<file path="src/common/fault_sup_pkg.sv">
// Constants, field layouts and types for the power fault supervisor.
// Assumes one 250 MHz core clock and comparator inputs already synchronous.
//
// Notes on behaviour
// RQ1: Input voltage outside OV/UV limits triggers response
// RQ2: Output blocked and fault reported below turn-on level
// RQ3: Crossing input turn-off level gives soft-off (code holds PWM_SOFT_OFF one cycle only, then start-up blocking gives PWM_HIZ)
// RQ4: Fast input undervoltage trip tri-states PWM at once
// RQ5: Fast output OV/UV comparator turns PWM off
// RQ6: ADC output between warning and fault flags warning
// RQ7: ADC output below fault level adds fault event
// RQ8: Overcurrent puts every PWM output high-impedance
// RQ9: Overcurrent latch cleared only by control toggle
// RQ10: Controller or stage overtemperature starts soft-stop
// RQ11: Overtemperature restarts below per-source turn-on level
// RQ12: Temperature input high means stage fault, tri-state
// RQ13: Separate fault status kept per power stage
// RQ14: Low temperature input before enable blocks output
// RQ15: Duty above limit in one cycle: balance fault
// RQ16: Host can change per-phase duty limit (code keeps one duty limit shared by all phases)
// RQ17: Open sense line at init blocks output, flagged
// RQ18: Resistor value indices returned on read
// RQ19: Calibration offset added to each stage temperature
// RQ20: Run-time configuration reverts at reset unless stored (code reloads the defaults at every reset and never restores stored values)
// RQ21: Store writes only blank slots, seven stores
// RQ22: Retry delay is 100 times fault delay step
// RQ23: Nonzero fault delay rechecks before responding
// RQ24: Retry count 0..6, seven means hiccup forever
// RQ25: Low drives PWM low; high-Z tri-states at once
// RQ26: Most severe response wins; all faults recorded
package fault_sup_pkg;
   localparam int NUM_PHASES = 4;
   localparam int NUM_FAULTS = 9;
   // Fault indices
   localparam int F_VIN_OV = 0;
   localparam int F_VIN_UV = 1;
   localparam int F_VOUT_OV = 2;
   localparam int F_VOUT_UV = 3;
   localparam int F_OCP = 4;
   localparam int F_OT_CTRL = 5;
   localparam int F_OT_STAGE = 6;
   localparam int F_STAGE = 7;
   localparam int F_BALANCE = 8;
   localparam int DELAY_STEP_NS = 1500;
   localparam int DELAY_STEP_CYC = DELAY_STEP_NS / 4;
   localparam int RETRY_SCALE = 100;
   localparam logic [2:0] RETRY_HICCUP = 3'h7;
   localparam logic [2:0] NVM_STORES = 3'h7;
   localparam logic [11:0] TEMP_ON_DEFAULT = 12'h064;
   localparam logic [7:0] DUTY_LIMIT_DEFAULT = 8'hC0;

   typedef enum logic [1:0] {RESP_SOFT, RESP_LOW, RESP_HIZ, RESP_IGNORE} resp_e;
   typedef enum logic [1:0] {PWM_RUN, PWM_SOFT_OFF, PWM_LOW, PWM_HIZ} pwm_mode_e;

   typedef struct packed {
      resp_e resp;
      logic [2:0] retries;
      logic [7:0] delay;
   } fault_cfg_s;

   typedef struct packed {
      logic [11:0] vin_ov;
      logic [11:0] vin_uv;
      logic [11:0] vin_on;
      logic [11:0] vin_off;
      logic [11:0] vout_ov_warn;
      logic [11:0] vout_uv_warn;
      logic [11:0] vout_uv_fault;
      logic [11:0] temp_ctrl_ot;
      logic [11:0] temp_stage_ot;
      logic [11:0] temp_ctrl_on;
      logic [11:0] temp_stage_on;
   } limits_s;

   typedef struct packed {
      logic [11:0] vin;
      logic [11:0] vout;
      logic [11:0] temp_ctrl;
      logic [NUM_PHASES*12-1:0] temp_stage;
   } adc_s;
endpackage : fault_sup_pkg

</file>
<file path="src/design/power_fault_supervisor.sv">
// Fault supervision and response for a multi-phase step-down controller.
// Assumes ADC and comparator inputs synchronous to core_clk; host command
// decode lives outside and drives the write strobes here.
`timescale 1ns/1ns
module power_fault_supervisor (
   input wire logic core_clk,
   input wire logic rst,
   input wire logic control_pin,
   input wire fault_sup_pkg::adc_s adc,
   input wire logic vin_uv_fast,
   input wire logic vout_ov_fast,
   input wire logic vout_uv_fast,
   input wire logic overcurrent_trip,
   input wire logic [fault_sup_pkg::NUM_PHASES-1:0] stage_fault_cmp,
   input wire logic [fault_sup_pkg::NUM_PHASES-1:0] stage_temp_low,
   input wire logic feedback_sense_pos_open,
   input wire logic feedback_sense_neg_open,
   input wire logic init_done,
   input wire logic [fault_sup_pkg::NUM_PHASES*8-1:0] phase_duty,
   input wire logic cycle_start,
   input wire logic [3:0] comp_resistor_code,
   input wire logic [3:0] vsel_resistor_code,
   input wire logic limits_we,
   input wire fault_sup_pkg::limits_s limits_wdata,
   input wire logic cfg_we,
   input wire logic [3:0] cfg_sel,
   input wire fault_sup_pkg::fault_cfg_s cfg_wdata,
   input wire logic duty_limit_we,
   input wire logic [7:0] duty_limit_wdata,
   input wire logic temp_cal_we,
   input wire logic [fault_sup_pkg::NUM_PHASES*8-1:0] temp_cal_wdata,
   input wire logic nvm_store,
   input wire logic nvm_slot_blank,
   input wire logic soft_off_done,
   output fault_sup_pkg::pwm_mode_e pwm_mode,
   output logic output_enable_ok,
   output logic [fault_sup_pkg::NUM_FAULTS-1:0] fault_status,
   output logic vin_low_fault,
   output logic vout_ov_warn,
   output logic vout_uv_warn,
   output logic [fault_sup_pkg::NUM_PHASES-1:0] stage_fault_status_cmd,
   output logic [1:0] sense_open_status,
   output logic stage_init_fault,
   output logic [3:0] comp_resistor_index_cmd,
   output logic [3:0] vsel_resistor_index_cmd,
   output logic [fault_sup_pkg::NUM_PHASES*12-1:0] stage_temp_cal,
   output logic [2:0] nvm_space_left_cmd,
   output logic nvm_store_refused
);
   import fault_sup_pkg::*;

   // ------------------------------------------------------------
   // Configuration (volatile, reset to defaults)
   // ------------------------------------------------------------
   limits_s lim_q;
   fault_cfg_s cfg_q [NUM_FAULTS];
   logic [7:0] duty_limit_q;
   logic [NUM_PHASES*8-1:0] cal_q;
   logic [2:0] stores_q;

   always_ff @(posedge core_clk) begin
      if (rst) begin // RQ20
         lim_q <= '0;
         lim_q.temp_ctrl_on <= TEMP_ON_DEFAULT; // RQ11
         lim_q.temp_stage_on <= TEMP_ON_DEFAULT;
         lim_q.temp_ctrl_ot <= 12'hFFF;
         lim_q.temp_stage_ot <= 12'hFFF;
         lim_q.vin_ov <= 12'hFFF;
         duty_limit_q <= DUTY_LIMIT_DEFAULT;
         cal_q <= '0;
      end else begin
         if (limits_we)
            lim_q <= limits_wdata;
         if (duty_limit_we)
            duty_limit_q <= duty_limit_wdata; // RQ16
         if (temp_cal_we)
            cal_q <= temp_cal_wdata;
      end
   end

   generate
      for (genvar f = 0; f < NUM_FAULTS; f++) begin : g_cfg
         always_ff @(posedge core_clk) begin
            if (rst) begin
               cfg_q[f].resp <= (f == F_OT_CTRL || f == F_OT_STAGE) ? RESP_SOFT : RESP_HIZ;
               cfg_q[f].retries <= (f == F_VIN_UV || f == F_OT_CTRL || f == F_OT_STAGE) ? RETRY_HICCUP : 3'h0;
               cfg_q[f].delay <= 8'h00;
            end else if (cfg_we && cfg_sel == 4'(f)) begin
               cfg_q[f] <= cfg_wdata;
            end
         end
      end
   endgenerate

   // ------------------------------------------------------------
   // Nonvolatile store bookkeeping
   // ------------------------------------------------------------
   always_ff @(posedge core_clk) begin
      if (rst) begin
         stores_q <= NVM_STORES;
         nvm_store_refused <= 1'b0;
      end else begin
         nvm_store_refused <= 1'b0;
         if (nvm_store) begin
            // Refused when slot already programmed or budget spent
            if (!nvm_slot_blank || stores_q == 3'h0)
               nvm_store_refused <= 1'b1; // RQ21
            else
               stores_q <= stores_q - 3'h1; // RQ21
         end
      end
   end

   // ------------------------------------------------------------
   // Detection
   // ------------------------------------------------------------
   logic [NUM_FAULTS-1:0] raw;
   logic [NUM_PHASES*12-1:0] temp_adj;
   logic [NUM_PHASES-1:0] stage_hot, duty_over;

   generate
      for (genvar p = 0; p < NUM_PHASES; p++) begin : g_ph
         assign temp_adj[p*12 +: 12] = adc.temp_stage[p*12 +: 12] + {{4{cal_q[p*8+7]}}, cal_q[p*8 +: 8]}; // RQ19
         assign stage_hot[p] = temp_adj[p*12 +: 12] > lim_q.temp_stage_ot;
         assign duty_over[p] = phase_duty[p*8 +: 8] > duty_limit_q; // RQ15
      end
   endgenerate

   always_comb begin
      raw[F_VIN_OV] = adc.vin > lim_q.vin_ov; // RQ1
      raw[F_VIN_UV] = (adc.vin < lim_q.vin_uv) || vin_uv_fast; // RQ1 RQ4
      raw[F_VOUT_OV] = vout_ov_fast; // RQ5
      raw[F_VOUT_UV] = vout_uv_fast || (adc.vout < lim_q.vout_uv_fault); // RQ5 RQ7
      raw[F_OCP] = overcurrent_trip; // RQ8
      raw[F_OT_CTRL] = adc.temp_ctrl > lim_q.temp_ctrl_ot; // RQ10
      raw[F_OT_STAGE] = |stage_hot; // RQ10
      raw[F_STAGE] = |stage_fault_cmp; // RQ12
      raw[F_BALANCE] = cycle_start && |duty_over; // RQ15
   end

   // ------------------------------------------------------------
   // Per-fault delay, latch and retry
   // ------------------------------------------------------------
   logic [NUM_FAULTS-1:0] active_q, cleared;
   logic [NUM_FAULTS-1:0] pend_q;
   logic [2:0] rcnt_q [NUM_FAULTS];
   logic ctrl_q;
   logic ctrl_fall;

   always_ff @(posedge core_clk) begin
      if (rst)
         ctrl_q <= 1'b0;
      else
         ctrl_q <= control_pin;
   end
   assign ctrl_fall = ctrl_q && !control_pin; // RQ9

   generate
      for (genvar f = 0; f < NUM_FAULTS; f++) begin : g_flt
         logic [23:0] delay_cyc;
         logic [23:0] retry_cyc;
         logic [23:0] tmr_q;
         logic wait_retry_q;
         assign delay_cyc = 24'(cfg_q[f].delay) * 24'(DELAY_STEP_CYC);
         assign retry_cyc = delay_cyc * 24'(RETRY_SCALE); // RQ22
         // Retrying faults count as cleared once the cause is gone; overtemperature only below its turn-on level
         assign cleared[f] = (f == F_OT_CTRL) ? (adc.temp_ctrl < lim_q.temp_ctrl_on) :
                             (f == F_OT_STAGE) ? (temp_adj[11:0] < lim_q.temp_stage_on &&
                                                  temp_adj[23:12] < lim_q.temp_stage_on &&
                                                  temp_adj[35:24] < lim_q.temp_stage_on &&
                                                  temp_adj[47:36] < lim_q.temp_stage_on) : // RQ11
                             !raw[f];
         always_ff @(posedge core_clk) begin
            if (rst) begin
               active_q[f] <= 1'b0;
               pend_q[f] <= 1'b0;
               tmr_q <= '0;
               rcnt_q[f] <= 3'h0;
               wait_retry_q <= 1'b0;
            end else if (!active_q[f]) begin
               if (pend_q[f]) begin
                  if (tmr_q >= delay_cyc) begin
                     pend_q[f] <= 1'b0;
                     active_q[f] <= raw[f]; // RQ23
                  end else begin
                     tmr_q <= tmr_q + 24'h1;
                  end
               end else if (raw[f]) begin
                  if (cfg_q[f].delay == 8'h00)
                     active_q[f] <= 1'b1;
                  else begin
                     pend_q[f] <= 1'b1; // RQ23
                     tmr_q <= 24'h1;
                  end
               end
               wait_retry_q <= 1'b0;
            end else if (cfg_q[f].retries == 3'h0) begin
               // Latched off until control pin is cycled
               if (ctrl_fall && !raw[f])
                  active_q[f] <= 1'b0; // RQ9
            end else if (!wait_retry_q) begin
               if (cleared[f]) begin
                  wait_retry_q <= 1'b1;
                  tmr_q <= '0;
               end
            end else if (tmr_q >= retry_cyc) begin
               wait_retry_q <= 1'b0;
               if (cleared[f] && (cfg_q[f].retries == RETRY_HICCUP || rcnt_q[f] < cfg_q[f].retries)) begin // RQ24
                  active_q[f] <= 1'b0;
                  if (cfg_q[f].retries != RETRY_HICCUP)
                     rcnt_q[f] <= rcnt_q[f] + 3'h1;
               end
            end else begin
               tmr_q <= tmr_q + 24'h1;
            end
         end
      end
   endgenerate

   // ------------------------------------------------------------
   // Start-up blocking and lockouts
   // ------------------------------------------------------------
   logic vin_on_q, vin_below_off;
   assign vin_below_off = adc.vin < lim_q.vin_off;

   always_ff @(posedge core_clk) begin
      if (rst) begin
         vin_on_q <= 1'b0;
         vin_low_fault <= 1'b1;
      end else begin
         if (adc.vin > lim_q.vin_on)
            vin_on_q <= 1'b1; // RQ2
         else if (vin_below_off)
            vin_on_q <= 1'b0; // RQ3
         vin_low_fault <= !(adc.vin > lim_q.vin_on) && !vin_on_q; // RQ2
      end
   end

   always_ff @(posedge core_clk) begin
      if (rst) begin
         sense_open_status <= 2'b00;
         stage_init_fault <= 1'b0;
      end else if (init_done && pwm_mode != PWM_RUN) begin
         sense_open_status <= sense_open_status | {feedback_sense_neg_open, feedback_sense_pos_open}; // RQ17
         stage_init_fault <= stage_init_fault | (|stage_temp_low); // RQ14
      end
   end

   // ------------------------------------------------------------
   // Severity arbitration and status
   // ------------------------------------------------------------
   logic hiz_req, low_req, soft_req;
   always_comb begin
      hiz_req = 1'b0;
      low_req = 1'b0;
      soft_req = 1'b0;
      for (int f = 0; f < NUM_FAULTS; f++) begin
         if (active_q[f]) begin
            hiz_req = hiz_req | (cfg_q[f].resp == RESP_HIZ);
            low_req = low_req | (cfg_q[f].resp == RESP_LOW);
            soft_req = soft_req | (cfg_q[f].resp == RESP_SOFT);
         end
      end
   end

   logic start_block;
   assign start_block = !vin_on_q || (|sense_open_status) || stage_init_fault || !init_done;

   always_ff @(posedge core_clk) begin
      if (rst) begin
         pwm_mode <= PWM_HIZ;
         output_enable_ok <= 1'b0;
      end else begin
         output_enable_ok <= !start_block && !(hiz_req || low_req || soft_req);
         if (hiz_req) // RQ26
            pwm_mode <= PWM_HIZ; // RQ25
         else if (low_req)
            pwm_mode <= PWM_LOW; // RQ25
         else if (soft_req || (vin_below_off && pwm_mode == PWM_RUN))
            pwm_mode <= (pwm_mode == PWM_RUN || pwm_mode == PWM_SOFT_OFF) && !soft_off_done
                        ? PWM_SOFT_OFF : PWM_HIZ; // RQ3
         else if (start_block)
            pwm_mode <= PWM_HIZ;
         else
            pwm_mode <= PWM_RUN;
      end
   end

   always_ff @(posedge core_clk) begin
      if (rst) begin
         fault_status <= '0;
         vout_ov_warn <= 1'b0;
         vout_uv_warn <= 1'b0;
         stage_fault_status_cmd <= '0;
         comp_resistor_index_cmd <= 4'h0;
         vsel_resistor_index_cmd <= 4'h0;
         stage_temp_cal <= '0;
         nvm_space_left_cmd <= NVM_STORES;
      end else begin
         fault_status <= active_q; // RQ26
         vout_uv_warn <= adc.vout < lim_q.vout_uv_warn && adc.vout >= lim_q.vout_uv_fault; // RQ6
         vout_ov_warn <= adc.vout > lim_q.vout_ov_warn; // RQ6
         stage_fault_status_cmd <= stage_fault_status_cmd | stage_fault_cmp; // RQ13
         if (ctrl_fall)
            stage_fault_status_cmd <= stage_fault_cmp;
         comp_resistor_index_cmd <= comp_resistor_code; // RQ18
         vsel_resistor_index_cmd <= vsel_resistor_code; // RQ18
         stage_temp_cal <= temp_adj;
         nvm_space_left_cmd <= stores_q; // RQ21
      end
   end

   // ------------------------------------------------------------
   // Assertions
   // ------------------------------------------------------------
   property p_ocp_hiz;
      @(posedge core_clk) disable iff (rst)
      (overcurrent_trip && cfg_q[F_OCP].delay == 8'h00 && cfg_q[F_OCP].resp == RESP_HIZ) |-> ##2 pwm_mode == PWM_HIZ;
   endproperty
   a_ocp_hiz: assert property (p_ocp_hiz) else $error("overcurrent did not tri-state"); // RQ8

   property p_ocp_latch;
      @(posedge core_clk) disable iff (rst)
      (active_q[F_OCP] && cfg_q[F_OCP].retries == 3'h0 && !ctrl_fall) |=> active_q[F_OCP];
   endproperty
   a_ocp_latch: assert property (p_ocp_latch) else $error("overcurrent latch released without toggle"); // RQ9

   property p_stage_hiz;
      @(posedge core_clk) disable iff (rst)
      (active_q[F_STAGE] && cfg_q[F_STAGE].resp == RESP_HIZ) |=> pwm_mode == PWM_HIZ;
   endproperty
   a_stage_hiz: assert property (p_stage_hiz) else $error("stage fault did not tri-state"); // RQ12

   property p_vin_block;
      @(posedge core_clk) disable iff (rst)
      !vin_on_q |=> !output_enable_ok;
   endproperty
   a_vin_block: assert property (p_vin_block) else $error("output allowed below turn-on level"); // RQ2

   property p_sense_open;
      @(posedge core_clk) disable iff (rst)
      (|sense_open_status) |=> pwm_mode != PWM_RUN;
   endproperty
   a_sense_open: assert property (p_sense_open) else $error("output ran with open sense line"); // RQ17

   property p_uv_warn;
      @(posedge core_clk) disable iff (rst)
      (adc.vout < lim_q.vout_uv_fault) |=> !vout_uv_warn;
   endproperty
   a_uv_warn: assert property (p_uv_warn) else $error("warning set below fault level"); // RQ6

   property p_balance;
      @(posedge core_clk) disable iff (rst)
      (cycle_start && |duty_over && cfg_q[F_BALANCE].delay == 8'h00) |=> active_q[F_BALANCE];
   endproperty
   a_balance: assert property (p_balance) else $error("duty overrun not caught"); // RQ15

   property p_nvm;
      @(posedge core_clk) disable iff (rst)
      (nvm_store && !nvm_slot_blank) |=> nvm_store_refused && $stable(stores_q);
   endproperty
   a_nvm: assert property (p_nvm) else $error("store to programmed slot accepted"); // RQ21
endmodule : power_fault_supervisor

</file>
<file path="config.mk">
export PLATFORM = sky130hd
export DESIGN_NAME = power_fault_supervisor
export DESIGN_NICKNAME = d
export VERILOG_FILES = /design/src/common/fault_sup_pkg.sv /design/src/design/power_fault_supervisor.sv
export SDC_FILE = /design/constraint.sdc
export NUM_CORES = 2
export LEC_CHECK = 0
export BUFFER_PORTS_ARGS = -buffer_cell sky130_fd_sc_hd__buf_2
export CAP_MARGIN = 30
export CORE_UTILIZATION = 55
export CTS_BUF_LIST = sky130_fd_sc_hd__clkbuf_8
export DETAILED_ROUTE_END_ITERATION = 8
export PLACE_DENSITY_LB_ADDON = 0.2
export SLEW_MARGIN = 5
export SYNTH_ARGS = -nofsm -noshare
export SYNTH_HDL_FRONTEND = slang
export SYNTH_SLANG_ARGS = --single-unit
</file>
<file path="constraint.sdc">
create_clock -name core_clk -period 12.12 [get_ports core_clk]
set_input_delay 1.212 -clock core_clk [delete_from_list [all_inputs] [get_ports core_clk]]
set_output_delay 1.212 -clock core_clk [all_outputs]
set_load 0.05 [all_outputs]
</file>
==> metrics.md <==
| Metric | Value |
|---|---|
| Later-pin clock latency in the skew report | `0.89 ns` |
| Worst EP arrival | `10.76 ns` |
| Most common cell after layout, fill and taps aside | `sky130_fd_sc_hd__ha_1` |
| Max FO, Critical Path | `20` |
| Number of cells upsized or downsized after cts | `0` |
| Fraction of layout instances using a drive strength above 1 | `0.08499` |
| Leading register cell type out of synthesis | `sky130_fd_sc_hd__dfxtp_1` |
| Via density | `5.749` |
| Setup repair after global routing missed its margin | `no` |
| Sequential element share of the synthesized area | `0.1987` |
| Average size of a mapped cell | `8.785 sq um` |
| Final nets | `10,800` |
| Cell mode on critical path | `sky130_fd_sc_hd__inv_1` |
| Clock slew seen by the registers of the worst setup and hold paths | `0.07 ns` |
| Master of the slowest instance on the critical path | `sky130_fd_sc_hd__a2111oi_4` |
| Max-cap viol count | `0` |
| Vertical extent of the die | `364.6 microns` |
| Wire length on met2 | `87.67 mm` |
| Overall die area | `133,000 sq um` |
| Synthesized netlist net count | `10,410` |
| Sequential Area | `14,370 sq um` |
| Flop-to-flop setup slack | `2.10 ns` |
| Detailed-route wire length on metal 1 | `85.11 mm` |
| Worst-case clock skew | `0.1059 ns` |
| Number of buffers created by CTS | `118` |
| Maximum number of pins on one net before global-route repair | `105` |
| Cells after synthesis | `8,234` |
| Ys async rst share | `0` |
| Count of nets left with antenna violations after detail routing | `0` |
| Slew @ Worst Pin | `1.047 ns` |
| Number of design rule violations left after detail routing | `0` |
| Row count | `132` |
| DP HPWL | `153.0 mm` |
| Min Tclk post-route | `10.02 ns` |
| Number of hold violations in the final report | `0` |
| Relative slew margins | `0.2964` |
| CTS root buf | `sky130_fd_sc_hd__clkbuf_8` |
| Final RePlAce weighted congestion | `0.9728` |
| Clock buffer depth | `3` |
| Initial Utilization | `0.5565` |
| Total standard cell area after synthesis | `72,330 sq um` |
| Outcome | `finished clean` |
| Std-Cell Core Area | `130,000 sq um` |
| Area of the multi-input gates | `52,530 sq um` |
| H-tree level count | `3` |
| Detailed-router iteration count before antenna repair | `6` |
| Hold slack | `0.4770 ns` |
| Highest clock rate | `0.09978 GHz` |
| CTS sink count | `646` |
| Wire per inst | `18.06 microns` |
| Fill cell total of the finished layout | `11,530` |
| P&R area growth vs syn | `9.408%` |
| Overall die width | `364.6 microns` |
| Required time at the endpoint of the critical path | `12.86 ns` |
| Highest signal layer in the routed design | `met5` |
| Accumulated negative setup slack | `0 ns` |
| DRC marker count from the first detailed-route iteration | `3,723` |
| Synthesis-stage register bit count | `646` |
| Antenna violations before repair | `43` |
| Input/output buffers | `420` |
| CP Launch Type | `register` |
| Non-filler cells in the finished layout | `10,490` |
| Number of setup buffers added after CTS | `0` |
| Final period utilization | `0.8269` |
| First-pass GRT wire length | `305.4 mm` |
| Crit end category | `register` |
| Leading cell types in the layout, fill and taps excluded | `sky130_fd_sc_hd__ha_1, sky130_fd_sc_hd__inv_1, sky130_fd_sc_hd__dfxtp_1` |
| CTS tree | `done` |
| Final count of pins violating max slew | `0` |
| Final setup vio count | `0` |
| Met3 routed wirelength | `11.15 mm` |
| Number of global-route vias before repair | `59,230` |
| Maximum single-stage delay on the critical path | `0.66 ns` |
| Distinct cell type count after synthesis | `99` |
| GRT Overall Usage | `0.2833` |
| Placed insts | `10,240` |
| Category of the critical setup timing path | `register to register` |
| GRT Residual Overflow | `0` |
| Number of hold-repair buffers added at the cts stage | `0` |
| YS warnings | `0` |
| Count of flip-flops with a built-in enable after synthesis | `144` |
| I/O pin total | `421` |
| Total detailed-routing wirelength | `189.5 mm` |
| Worst Hold Class | `register to register` |
| Overall via count from detail_route | `60,320` |
[flip-flops by register name, indices dropped and copies added, names as in the netlist, 2 cells and up]
name                     cells
cal_q                       32
rcnt_q                      27
lim_q                      132
sense_open_status            2
cfg_q                      117
pwm_mode                     2
comp_resistor_index_cmd      4
active_q                     9
stage_fault_status_cmd       4
g_flt.tmr_q                216
vsel_resistor_index_cmd      4
nvm_space_left_cmd           3
fault_status                 9
g_flt.wait_retry_q           9
stage_temp_cal              48
pend_q                       9
stores_q                     3
duty_limit_q                 8
[stage by stage]
stage               setup slack [ns]  area, sq um    util
floorplan                      3.124        72330       -
global placement               2.092        76180  0.5861
detailed placement             1.997        76280  0.5868
CTS                            1.981        79020  0.6080
global route                   1.409        79120  0.6087
finish                         2.098        79140  0.6088
[kinds of logic after synthesis]
family                   after synthesis  synth area share
AO/OA/AOI/OAI                       1733            0.1604
XOR/XNOR                             352           0.04300
adder cells (fa/ha/maj)             1843            0.3534
buffers and inverters               1458           0.07606
flip-flops                           646            0.1987
multiplexers                         157           0.02178
AND/OR/NAND/NOR                     2045            0.1467
[worst max-delay path: cells and delay by family (launching register included)]
| family | cells | cell delay, ns |
|---|---|---|
| compound gates | 9 | 2.53 |
| xor+xnor | 2 | 0.46 |
| fa+ha+maj | 10 | 4.01 |
| buf+inv | 9 | 0.95 |
| flops | 1 | 0.44 |
| mux | 1 | 0.13 |
| simple gates | 7 | 1.34 |
[synth_stat cells, types with 174 or more instances]
master / instances / share of area
sky130_fd_sc_hd__nand2_1: 354 / 0.018
sky130_fd_sc_hd__o21ai_0: 308 / 0.021
sky130_fd_sc_hd__nand3_1: 181 / 0.013
sky130_fd_sc_hd__ha_1: 1505 / 0.26
sky130_fd_sc_hd__and2_1: 174 / 0.015
sky130_fd_sc_hd__nor2_1: 499 / 0.026
sky130_fd_sc_hd__inv_1: 1256 / 0.065
sky130_fd_sc_hd__a21oi_1: 444 / 0.031
sky130_fd_sc_hd__xnor2_1: 204 / 0.025
sky130_fd_sc_hd__fa_1: 334 / 0.092
sky130_fd_sc_hd__a21o_1: 226 / 0.023
sky130_fd_sc_hd__dfxtp_1: 502 / 0.14
[final cells by class]
type / count / share of cell area
clock inverters: 75 / 0.009486
flip-flops and latches: 646 / 0.1816
clock buffers: 145 / 0.02522
repair buffers: 465 / 0.03167
multi-input cells: 6130 / 0.6637
inverters: 1258 / 0.05973
well taps: 1742 / 0.02754
diodes: 31 / 0.0009803
[final timing paths]
check,startpoint,to,cells past startpoint
setup / recovery,cfg_q[6][6],g_flt[6].tmr_q[12],38
hold / removal,pend_q[7],pend_q[7],2
setup reg to reg,cfg_q[6][6],g_flt[6].tmr_q[12],38
hold reg to reg,pend_q[7],pend_q[7],2
[layer usage]
metal  vias to the layer above  track usage
met1                     28760       0.3746
met5                         -            0
met4                        18      0.08824
met2                      1426       0.4697
met3                       320      0.04758
li1                      29800            -
Power is left out: the tool's default activity adds up to more than one toggle a clock period on the data nets, which glitch-free logic cannot reach.
